`config.mk`:
```
export PLATFORM = sky130hd
export DESIGN_NAME = timer16_source_select
export DESIGN_NICKNAME = d
export VERILOG_FILES = /design/src/design/timer16_pkg.sv /design/src/design/timer16_sync.sv /design/src/design/timer16_source_select.sv
export SDC_FILE = /design/constraint.sdc
export NUM_CORES = 1
export LEC_CHECK = 0
export ABC_AREA = 1
export BUFFER_PORTS_ARGS = -buffer_cell sky130_fd_sc_hd__buf_4
export CORE_ASPECT_RATIO = 1.5
export CORE_UTILIZATION = 35
export CTS_BUF_LIST = sky130_fd_sc_hd__clkbuf_8 sky130_fd_sc_hd__clkbuf_16
export DETAILED_ROUTE_END_ITERATION = 10
export PLACE_DENSITY = 0.61
export SLEW_MARGIN = 25
export SYNTH_ARGS = -nofsm -noshare
export SYNTH_HDL_FRONTEND = slang
export SYNTH_SLANG_ARGS = --single-unit
export TNS_END_PERCENT = 10
```
`constraint.sdc`:
```
create_clock -name clk_i -period 4.3 [get_ports clk_i]
set_input_delay 1.29 -clock clk_i [delete_from_list [all_inputs] [get_ports clk_i]]
set_output_delay 1.29 -clock clk_i [all_outputs]
set_load 0.005 [all_outputs]
```
`src/design/timer16_pkg.sv`:
```
// Constants for the sixteen-bit timer source select and count block.
// Assumes an APB master on the system clock; pin and oscillator sources are synchronised inside.
// What this block does
// [RULE1] Clock codes 0-8 route pin, instruction, system, oscillators, reference clock.
// [RULE2] Clock codes 9-12 pick timer overflows, own reserved; 13-16 logic cells.
// [RULE3] Gate codes pick overflow, period timers, match, capture, pwm, comparators, cells.
// [RULE4] Gate code zero takes this instance's remapped gate pin.
// [RULE5] Gate codes 2,4,6 pick sibling overflows, own reserved; others reserved.
// [RULE6] Select registers bits 7 to 5 ignore writes and read zero.
// [RULE7] Low count register reads and writes counter bits 7 to 0.
// [RULE8] With wide access set, high count register is a holding byte moved with low byte access; otherwise it is counter bits 15 to 8.
// [RULE9] Count bytes are read/write and not initialised by any reset.
// [RULE10] Select fields clear on power-on reset, keep value on other resets.
// [RULE11] With wide access set, count pair moves as one sixteen-bit operation.
// [RULE12] Reserved clock or gate codes give a constant inactive source.
`default_nettype none
package timer16_pkg;
    localparam logic [7:0] ADDR_CLK_SEL = 8'h00;
    localparam logic [7:0] ADDR_GATE_SEL = 8'h04;
    localparam logic [7:0] ADDR_CNT_LO = 8'h08;
    localparam logic [7:0] ADDR_CNT_HI = 8'h0c;
    localparam logic [7:0] ADDR_CTRL = 8'h10;
    localparam logic [7:0] ADDR_GATE_LVL = 8'h14;
    localparam int SEL_W = 5;
    localparam logic [4:0] SEL_RESET = 5'h00;
    localparam int CTRL_WIDE_BIT = 1;
    localparam int CTRL_ON_BIT = 0;
    localparam logic [1:0] CTRL_RESET = 2'h0;
    localparam logic [4:0] CLK_PIN = 5'h00;
    localparam logic [4:0] CLK_INSTR = 5'h01;
    localparam logic [4:0] CLK_SYS = 5'h02;
    localparam logic [4:0] CLK_HIGH_OSC = 5'h03;
    localparam logic [4:0] CLK_LOW_OSC = 5'h04;
    localparam logic [4:0] CLK_MID_500K = 5'h05;
    localparam logic [4:0] CLK_MID_32K = 5'h06;
    localparam logic [4:0] CLK_SEC_OSC = 5'h07;
    localparam logic [4:0] CLK_REF = 5'h08;
    localparam logic [4:0] CLK_OVF_BASE = 5'h09;
    localparam logic [4:0] CLK_CELL_BASE = 5'h0d;
    localparam logic [4:0] CLK_LAST = 5'h10;
    localparam logic [4:0] GATE_PIN = 5'h00;
    localparam logic [4:0] GATE_T0_OVF = 5'h01;
    localparam logic [4:0] GATE_PER_BASE = 5'h03;
    localparam logic [4:0] GATE_MATCH = 5'h08;
    localparam logic [4:0] GATE_CAP_BASE = 5'h09;
    localparam logic [4:0] GATE_PWM_BASE = 5'h0d;
    localparam logic [4:0] GATE_OSC_OUT = 5'h13;
    localparam logic [4:0] GATE_CMP1 = 5'h14;
    localparam logic [4:0] GATE_CMP2 = 5'h15;
    localparam logic [4:0] GATE_ZERO_CROSS = 5'h16;
    localparam logic [4:0] GATE_CELL_BASE = 5'h17;
    localparam logic [4:0] GATE_SIB_BASE = 5'h02;
    localparam logic [1:0] INST_FIRST = 2'h1;
endpackage
`default_nettype wire

```
`src/design/timer16_sync.sv`:
```
// Three-stage synchroniser with agreement filter for one pin input.
// Assumes the input is asynchronous to clk_i.
`default_nettype none
module timer16_sync (
    input wire logic clk_i,
    input wire logic rst_b_i,
    input wire logic async_i,
    output logic level_o
);
    logic s1;
    logic s2;
    logic s3;

    always_ff @(posedge clk_i or negedge rst_b_i) begin
        if (!rst_b_i) begin
            s1 <= 1'b0;
            s2 <= 1'b0;
            s3 <= 1'b0;
        end else begin
            s1 <= async_i;
            s2 <= s1;
            s3 <= s2;
        end
    end

    // Only a level held over two samples counts, filtering runt pulses
    always_ff @(posedge clk_i or negedge rst_b_i) begin
        if (!rst_b_i) begin
            level_o <= 1'b0;
        end else if (s2 == s3) begin
            level_o <= s3;
        end
    end
endmodule
`default_nettype wire

```
`src/design/timer16_source_select.sv`:
```
// Sixteen-bit timer/counter: clock and gate source selection, count bytes.
// Assumes an APB master on clk_i; overflow/cell/capture inputs are on clk_i,
// pins and oscillator clocks are asynchronous and are synchronised here.
`default_nettype none
module timer16_source_select #(
    parameter logic [1:0] INSTANCE = timer16_pkg::INST_FIRST,
    parameter int CNT_W = 16
) (
    input wire logic clk_i,
    input wire logic rst_b_i,
    input wire logic por_b_i,
    input wire logic psel_i,
    input wire logic penable_i,
    input wire logic pwrite_i,
    input wire logic [7:0] paddr_i,
    input wire logic [31:0] pwdata_i,
    output logic [31:0] prdata_o,
    output logic pready_o,
    output logic pslverr_o,
    input wire logic remapped_count_pin_i,
    input wire logic remapped_gate_pin_i,
    input wire logic high_internal_oscillator_i,
    input wire logic low_internal_oscillator_i,
    input wire logic mid_internal_oscillator_500k_i,
    input wire logic mid_internal_oscillator_32k_i,
    input wire logic secondary_oscillator_i,
    input wire logic reference_clock_out_i,
    input wire logic [3:0] timer_overflow_i,
    input wire logic [3:0] logic_cell_i,
    input wire logic [2:0] period_timer_output_i,
    input wire logic measurement_timer_match_i,
    input wire logic [3:0] capture_unit_output_i,
    input wire logic [3:0] pwm_unit_output_i,
    input wire logic oscillator_output_i,
    input wire logic comparator_one_output_i,
    input wire logic comparator_two_output_i,
    input wire logic zero_cross_output_i,
    output logic count_edge_o,
    output logic gate_level_o,
    output logic overflow_o
);
    import timer16_pkg::*;

    localparam int N_ASYNC = 8;

    logic [4:0] count_clock_select;
    logic [4:0] gate_source_select;
    logic [7:0] count_high_byte;
    logic [7:0] read_high_buf;
    logic [CNT_W-1:0] counter;
    logic [1:0] ctrl;
    logic [N_ASYNC-1:0] async_raw;
    logic [N_ASYNC-1:0] async_sync;
    logic instr_div;
    logic [1:0] instr_cnt;
    logic clk_src;
    logic clk_src_q;
    logic gate_src;
    logic next_count;
    logic [31:0] next_rdata;
    logic wr_en;
    logic rd_en;
    logic mapped;

    assign async_raw = {reference_clock_out_i, secondary_oscillator_i,
                        mid_internal_oscillator_32k_i,
                        mid_internal_oscillator_500k_i,
                        low_internal_oscillator_i,
                        high_internal_oscillator_i,
                        remapped_gate_pin_i, remapped_count_pin_i};

    genvar gi;
    generate
        for (gi = 0; gi < N_ASYNC; gi++) begin : g_sync
            timer16_sync u_sync (
                .clk_i(clk_i),
                .rst_b_i(rst_b_i),
                .async_i(async_raw[gi]),
                .level_o(async_sync[gi])
            );
        end
    endgenerate

    // Own overflow code is reserved; sibling indices 1..3 map to codes
    function automatic logic sibling_ok(input logic [1:0] idx);
        sibling_ok = (idx != INSTANCE);
    endfunction

    // Instruction clock is the system clock divided by four
    always_ff @(posedge clk_i or negedge rst_b_i) begin
        if (!rst_b_i) begin
            instr_cnt <= 2'h0;
        end else begin
            instr_cnt <= instr_cnt + 2'h1;
        end
    end
    assign instr_div = instr_cnt[1];

    always_comb begin
        clk_src = 1'b0; // RULE12
        case (count_clock_select)
            CLK_PIN: clk_src = async_sync[0]; // RULE1
            CLK_INSTR: clk_src = instr_div; // RULE1
            CLK_SYS: clk_src = instr_cnt[0]; // RULE1
            CLK_HIGH_OSC: clk_src = async_sync[2]; // RULE1
            CLK_LOW_OSC: clk_src = async_sync[3]; // RULE1
            CLK_MID_500K: clk_src = async_sync[4]; // RULE1
            CLK_MID_32K: clk_src = async_sync[5]; // RULE1
            CLK_SEC_OSC: clk_src = async_sync[6]; // RULE1
            CLK_REF: clk_src = async_sync[7]; // RULE1
            default: begin
                if (count_clock_select >= CLK_CELL_BASE &&
                    count_clock_select <= CLK_LAST) begin
                    clk_src = logic_cell_i[2'(count_clock_select
                                               - CLK_CELL_BASE)]; // RULE2
                end else if (count_clock_select >= CLK_OVF_BASE &&
                             count_clock_select < CLK_CELL_BASE) begin
                    if (count_clock_select == CLK_OVF_BASE ||
                        sibling_ok(2'(count_clock_select - CLK_OVF_BASE)))
                    begin
                        clk_src = timer_overflow_i[2'(count_clock_select
                                                      - CLK_OVF_BASE)]; // RULE2
                    end
                end
            end
        endcase
    end

    always_comb begin
        gate_src = 1'b0; // RULE12
        case (gate_source_select)
            GATE_PIN: gate_src = async_sync[1]; // RULE4
            GATE_T0_OVF: gate_src = timer_overflow_i[0]; // RULE3
            GATE_MATCH: gate_src = measurement_timer_match_i; // RULE3
            GATE_OSC_OUT: gate_src = oscillator_output_i; // RULE3
            GATE_CMP1: gate_src = comparator_one_output_i; // RULE3
            GATE_CMP2: gate_src = comparator_two_output_i; // RULE3
            GATE_ZERO_CROSS: gate_src = zero_cross_output_i; // RULE3
            5'h02, 5'h04, 5'h06: begin
                if (sibling_ok(2'(gate_source_select[2:1]))) begin
                    gate_src = timer_overflow_i[gate_source_select[2:1]]; // RULE5
                end
            end
            5'h03, 5'h05, 5'h07: begin
                gate_src = period_timer_output_i[2'(
                    (gate_source_select - GATE_PER_BASE) >> 1)]; // RULE3
            end
            default: begin
                if (gate_source_select >= GATE_CAP_BASE &&
                    gate_source_select < GATE_PWM_BASE) begin
                    gate_src = capture_unit_output_i[2'(gate_source_select
                                                        - GATE_CAP_BASE)]; // RULE3
                end else if (gate_source_select >= GATE_PWM_BASE &&
                             gate_source_select <= CLK_LAST) begin
                    gate_src = pwm_unit_output_i[2'(gate_source_select
                                                    - GATE_PWM_BASE)]; // RULE3
                end else if (gate_source_select >= GATE_CELL_BASE &&
                             gate_source_select <= GATE_CELL_BASE + 5'h03) begin
                    gate_src = logic_cell_i[2'(gate_source_select
                                               - GATE_CELL_BASE)]; // RULE3
                end
            end
        endcase
    end

    // APB: zero wait states; writes land at the access edge, while read data
    // and the high byte snapshot are taken together at the setup edge, so a
    // wide read never pairs bytes from two different counts
    assign wr_en = psel_i && penable_i && pwrite_i;
    assign rd_en = psel_i && !penable_i && !pwrite_i; // RULE11

    // Select fields only clear on power-on reset, not on device reset
    always_ff @(posedge clk_i or negedge por_b_i) begin
        if (!por_b_i) begin
            count_clock_select <= SEL_RESET; // RULE10
            gate_source_select <= SEL_RESET; // RULE10
        end else if (wr_en && paddr_i == ADDR_CLK_SEL) begin
            count_clock_select <= pwdata_i[SEL_W-1:0]; // RULE6
        end else if (wr_en && paddr_i == ADDR_GATE_SEL) begin
            gate_source_select <= pwdata_i[SEL_W-1:0]; // RULE6
        end
    end

    always_ff @(posedge clk_i or negedge rst_b_i) begin
        if (!rst_b_i) begin
            ctrl <= CTRL_RESET;
        end else if (wr_en && paddr_i == ADDR_CTRL) begin
            ctrl <= pwdata_i[1:0];
        end
    end

    always_ff @(posedge clk_i or negedge rst_b_i) begin
        if (!rst_b_i) begin
            clk_src_q <= 1'b0;
        end else begin
            clk_src_q <= clk_src;
        end
    end
    assign next_count = ctrl[CTRL_ON_BIT] && gate_src && clk_src && !clk_src_q;

    // Count bytes have no reset value; software must load them
    always_ff @(posedge clk_i) begin
        if (wr_en && paddr_i == ADDR_CNT_LO) begin
            if (ctrl[CTRL_WIDE_BIT]) begin
                counter <= {count_high_byte, pwdata_i[7:0]}; // RULE11
            end else begin
                counter[7:0] <= pwdata_i[7:0]; // RULE7
            end
        end else if (wr_en && paddr_i == ADDR_CNT_HI &&
                     !ctrl[CTRL_WIDE_BIT]) begin
            counter[CNT_W-1:8] <= pwdata_i[7:0]; // RULE9
        end else if (next_count) begin
            counter <= counter + CNT_W'(1);
        end
    end

    // Holding byte: written high byte waits for low write; low read latches high
    always_ff @(posedge clk_i) begin
        if (wr_en && paddr_i == ADDR_CNT_HI) begin
            count_high_byte <= pwdata_i[7:0]; // RULE8
        end
        if (rd_en && paddr_i == ADDR_CNT_LO) begin
            read_high_buf <= counter[CNT_W-1:8]; // RULE8
        end
    end

    always_comb begin
        mapped = 1'b1;
        next_rdata = 32'h0;
        case (paddr_i)
            ADDR_CLK_SEL: next_rdata = {27'h0, count_clock_select}; // RULE6
            ADDR_GATE_SEL: next_rdata = {27'h0, gate_source_select}; // RULE6
            ADDR_CNT_LO: next_rdata = {24'h0, counter[7:0]}; // RULE7
            ADDR_CNT_HI: next_rdata = {24'h0, ctrl[CTRL_WIDE_BIT] ?
                read_high_buf : counter[CNT_W-1:8]}; // RULE11
            ADDR_CTRL: next_rdata = {30'h0, ctrl};
            ADDR_GATE_LVL: next_rdata = {31'h0, gate_src};
            default: mapped = 1'b0;
        endcase
    end

    always_ff @(posedge clk_i or negedge rst_b_i) begin
        if (!rst_b_i) begin
            prdata_o <= 32'h0;
            pready_o <= 1'b0;
            pslverr_o <= 1'b0;
        end else begin
            pready_o <= psel_i && !penable_i;
            pslverr_o <= psel_i && !penable_i && !mapped;
            if (psel_i && !penable_i && !pwrite_i) begin
                prdata_o <= next_rdata;
            end
        end
    end

    always_ff @(posedge clk_i or negedge rst_b_i) begin
        if (!rst_b_i) begin
            count_edge_o <= 1'b0;
            gate_level_o <= 1'b0;
            overflow_o <= 1'b0;
        end else begin
            count_edge_o <= next_count;
            gate_level_o <= gate_src;
            overflow_o <= next_count && (&counter);
        end
    end
endmodule
`default_nettype wire

```
# Yosys cells after proc, flatten, opt, wreduce, memory -nomap -nowiden
# Index checks and enable logic that the tools add are counted.
# classes
n_bitwise	1
n_eq_ne	38
magnitude_cmp	17
muxes	31
n_addsub	8
n_reduce_logical	39
# op_table
op	n
$pmux W8 S6	1
$eq A5 B3 Y1 const B	8
$mux W16	2
$mux W8	4
$logic_and A1 B1 Y1	21
$lt A2 B3 Y1 const B	7
$eq A5 B2 Y1 const B	4
$eq A5 B5 Y1 const B	4
$ge A5 B4 Y1 const B	4
$pmux W1 S9	2
$add A16 B1 Y16 const B	1
$eq A8 B4 Y1 const B	2
$eq A8 B5 Y1 const B	2
$reduce_and A16 Y1	1
$eq A5 B4 Y1 const B	3
$le A5 B5 Y1 const B	3
$mux W1	15
$bmux W1 S2	7
$eq A5 B1 Y1 const B	2
$logic_not A5 Y1	2
$lt A5 B4 Y1 const B	2
$eq A1 B1 Y1	8
$eq A8 B3 Y1 const B	1
$logic_not A8 Y1	1
other kinds (15)	27
# word_totals
reg_bits	116
word_cells	181
in_bits	78
out_inout_bits	37

# Logic depth before layout (Yosys ltp)
# depth
depth_word	13
mapped_depth	17
mapped_depth_nobuf	16

# By module
# A second synthesis with hierarchy kept.
# hier_totals
cells_unflattened	614
hier_area_um2	5077.4
# by_module_without_submodules
module	seq_area_each_um2	n_inst	area_per_inst_um2	cells_each
timer16_source_select	1661.6	1	4146.5	550
timer16_sync	100.1	8	116.4	8

# Least setup slack after synthesis
# Ideal clock, no wire load.
# synth_path
kind	in2reg
startpoint	in psel_i
endpoint	reg count_high_byte[0], enable pin
setup_time_ps	395
t_required_ps	3905
path_stages	4
arrival_ps	2622
setup_slack_ps	1283
n_path_buf	0
cell_sequence	inv_1 > nor3_2 > inv_2 > nor4_1
# synth_between
elab_chain_len	3
# synth_lines
element	line_no	source
start: declaration	timer16_source_select.sv:12	input wire logic psel_i,
$logic_and A1 B1 Y1 (2 in series)	timer16_source_select.sv:169	assign wr_en = psel_i && penable_i && pwrite_i;
$logic_and A1 B1 Y1	timer16_source_select.sv:219	if (wr_en && paddr_i == ADDR_CNT_HI) begin
end signal: assignment	timer16_source_select.sv:220	count_high_byte <= pwdata_i[7:0];
end: declaration	timer16_source_select.sv:48	logic [7:0] count_high_byte;
# No other way between the ends.
# A chain may end at the register's enable or synchronous reset.

# Final worst setup path
# layout_path
startpoint	reg gate_source_select[0]
endpoint	reg counter[1], enable pin
# layout_between
elab_chain_len	12
word_cells_on_any_way	45
classes_between	add/sub (4); order compare (6); eq/ne (12); mux (12); reduce/logical (11)
# layout_lines
element	line_no	source
start: declaration	timer16_source_select.sv:47	logic [4:0] gate_source_select;
start signal: assignment	timer16_source_select.sv:180	gate_source_select <= pwdata_i[SEL_W-1:0];
$sub A2 B2 Y2	timer16_source_select.sv:160	- GATE_CELL_BASE)];
$bmux W1 S2	timer16_source_select.sv:159	gate_src = logic_cell_i[2'(gate_source_select
$mux W1 (implied by the code)	timer16_source_select.sv:159	
$mux W1	timer16_source_select.sv:157	end else if (gate_source_select >= GATE_CELL_BASE &&
$mux W1	timer16_source_select.sv:153	end else if (gate_source_select >= GATE_PWM_BASE &&
$mux W1	timer16_source_select.sv:149	if (gate_source_select >= GATE_CAP_BASE &&
$pmux W1 S9 *	timer16_source_select.sv:131	case (gate_source_select)
via gate_src	timer16_source_select.sv:58	logic gate_src;
$logic_and A1 B1 Y1 * (3 in series)	timer16_source_select.sv:199	assign next_count = ctrl[CTRL_ON_BIT] && gate_src && clk_src && !clk_src_q;
$reduce_bool A2 Y1 (no source line) *	-	
$reduce_and A2 Y1 (no source line) *	-	
end signal: assignment	timer16_source_select.sv:205	counter <= {count_high_byte, pwdata_i[7:0]};
end signal: assignment	timer16_source_select.sv:207	counter[7:0] <= pwdata_i[7:0];
end signal: indexed assignment	timer16_source_select.sv:211	counter[CNT_W-1:8] <= pwdata_i[7:0];
end: declaration	timer16_source_select.sv:50	logic [CNT_W-1:0] counter;
# The timed path passes the listed nets; every way through them passes the cells marked *. The select of a mux whose other input is x is not followed.

==> out/qor.csv <==
metric,value,unit
Final Slew Violations,0,
CTS max path bufs,2,
met2 usage,31.9,%
io pins,115,
met1 Resource Use GR,18.0,%
async set-reset flop share out of synthesis,65.2,%
Logic pwr share,7.1,%
share of cells above drive strength 1,20.5,%
Power Total,1.84,mW
vias in the first global route,3872,
Placer Congestion,0.903,
"area leader, netlist",dfrtp_1,
NetSw,0.427,mW
Rows,53,
first-pass GRT wire length,18.9,mm
required time worst endpoint,4.29,ns
ANT cells,0,
CTS tree,done,
total power per unit cell area,312,mW/mm^2
outcome,"complete, no violations",
area of the mapped netlist,0.00504,mm^2
die span in y,149,um
WS Path Type,reg2reg,
worst-case vdd ir drop,0.180,mV
Clock Pin Slew Worst Setup and Hold Paths,0.06,ns
"Min Clock Period, post-route",2.81,ns
CP Max Fanout,11,
Final Hold Viols,0,
GRT Total Usage,16.7,%
initial antenna violation count,0,
largest net degree at the start of global routing,51,
Setup Viol. Count Final,0,
setup_tns,0,ns
"Clk Latency, worst-skew pair",0.34,ns
startpoint types,register,
Top Usage Layer GRT,met2,
Iter 0 DRT Violations,128,
total number of vias,3939,
met3 global-route usage,3.33,%
IO buf count,66,
vias per cell,4.68,
die area,0.0149,mm^2
GR Overflow Total,0,
Synth Warn #,0,
Max Cap Viol,0,
HP Class,reg2reg,
LEAKAGE,2.72,nW
H-tree Lvls,3,
CTS Root Buffer Type,clkbuf_16,
Routed WL,11.9,mm
number of fill cells in the layout,1416,
FMAX,356,MHz
Clock Skew,0.00457,ns
core area,0.0141,mm^2
Synth area leaders,"dfrtp_1 (30%), edfxtp_1 (19%), nand2_1 (10%), o21ai_0 (4.6%), nand3_1 (4.3%)",
worst rel slew slack,55.4,%
period utilization,65.4,%
#FFs+latches synth,92,
# hold bufs at CTS,0,
CTS sink count,92,
WP data arrival,2.80,ns
"EDFF count, synth",32,
top-area cell type share of the netlist area,29.8,%
post-route ant nets,0,
CP Capture Type,register,
DRC viols,0,
Syn Inst Count,580,
Die X,100,um
Flop pwr share,51.4,%
postcts setup bufs,0,
effective utilization at floorplan,35.9,%
most frequent cells in the layout,"nand2_1 (135), buf_4 (68), dfrtp_1 (60)",
switching part of the total,23.2,%
DR pass1 iterations,5,
Avg WL per Cell,14.1,um
cts repair resizes,0,
clock share of power,41.5,%
Post-Syn Area per Cell,8.69,um^2
hpwl dp,9.25,mm
unrepaired setup endpoints after global routing,no,
"commonest non-fill, non-tap cell in the layout",nand2_1,
Int Pwr,1.41,mW
final net count,733,
"Seq/Total Area, Yosys",48.8,%
area grow syn2layout,17.0,%
post-synth cell types,48,
TritonCTS buffer count,9,
top_reg_cell synth,dfrtp_1,
Worst Max-Slew Pin Slew,0.666,ns
flip-flops by register name (all words and copies together) (netlist names), 2 cells and up:
register,count
prdata_o,8
read_high_buf,8
g_sync.u_sync.s3,8
gate_source_select,5
g_sync.u_sync.s1,8
g_sync.u_sync.s2,8
counter,16
g_sync.u_sync.level_o,8
ctrl,2
count_clock_select,5
count_high_byte,8
instr_cnt,2
power groups by stage:
stage	Clock [mW]	Combinational, mW	Sequential, mW
2_1_floorplan	0	0.0767	0.956
3_3_place_gp	0	0.130	0.962
3_5_place_dp	0	0.133	0.962
4_1_cts	0.784	0.133	0.945
5_1_grt	0.825	0.147	0.948
6_report	0.763	0.131	0.945
cell usage after synthesis (3+ instances only):
master,instances
xor2_1,7
buf_4,27
nand3_2,9
buf_6,3
o21ai_0,46
inv_2,8
dfrtp_1,60
ha_1,9
maj3_1,8
nor3_1,5
o211ai_1,4
or2_2,4
nor2_1,50
o21ai_1,10
edfxtp_1,32
nand2_1,135
nor2_2,5
a21oi_1,5
nand4_1,5
nor2_4,6
buf_2,3
nand2_2,8
inv_1,53
nand3_1,43
o22ai_1,4
clkinv_1,3
layer usage:
| layer | routed length, um | vias up |
|---|---|---|
| li1 | - | 1979 |
| met1 | 4580 | 1854 |
| met2 | 6760 | 87 |
| met3 | 375 | 19 |
| met4 | 179 | 0 |
| met5 | 0 | - |
through the flow:
step | util (%) | area, um^2 | hold slack, ns | worst slack [ns] | instances
2_1_floorplan | - | 5130 | 0.331 | 1.28 | 603
3_3_place_gp | 39.9 | 5610 | 0.337 | 1.16 | 827
3_5_place_dp | 39.9 | 5610 | 0.336 | 1.11 | 827
4_1_cts | 42.0 | 5900 | 0.350 | 1.44 | 842
5_1_grt | 42.0 | 5900 | 0.360 | 1.26 | 842
6_report | 42.0 | 5900 | 0.347 | 1.49 | 842
worst max-delay path, cell delays in order, from the launching register on:
cell and delay [ns]:
dfrtp_1 0.59, inv_4 0.13, ha_1 0.40, inv_1 0.16, o21ai_0 0.10, o22ai_1 0.15, nor2_1 0.06, nor2_1 0.09
nand2_1 0.06, nand2_2 0.15, nand2_4 0.11, a21oi_2 0.43
worst paths after layout:
path                                              startpoint                           endpoint  slack [ns]  depth (start not counted)
setup reg to reg           gate_source_select[0]$_DFFE_PN0P_               counter[1]$_DFFE_PP_        1.49                         11
hold reg to reg                g_sync[4].u_sync.s1$_DFF_PN0_      g_sync[4].u_sync.s2$_DFF_PN0_        0.35                          0
setup / recovery           gate_source_select[0]$_DFFE_PN0P_               counter[1]$_DFFE_PP_        1.49                         11
max in group asynchronous                            rst_b_i                ctrl[0]$_DFFE_PN0P_        2.92                          1
min in group asynchronous                            por_b_i  gate_source_select[3]$_DFFE_PN0P_        0.76                          1
hold / removal                 g_sync[4].u_sync.s1$_DFF_PN0_      g_sync[4].u_sync.s2$_DFF_PN0_        0.35                          0
cell families after synthesis:
kind of cell | Yosys count | share of synthesized area [%]
AND/OR/NAND/NOR | 281 | 26.7
buffers and inverters | 101 | 10.1
flip-flops | 92 | 48.8
AO/OA/AOI/OAI | 79 | 8.89
adder cells (fa/ha/maj) | 17 | 3.82
XOR/XNOR | 9 | 1.56
other | 1 | 0.0744
area by class of cell:
class,count,area [um^2],share of cell area (%)
Tap cell,192,240,4.07
Clock inverter,5,33.8,0.573
Multi-Input combinational cell,410,2150,36.5
Clock buffer,10,250,4.24
Sequential cell,92,2460,41.7
Inverter,65,246,4.18
Timing Repair Buffer,68,510,8.66
(Power assumes the default switching activity.)
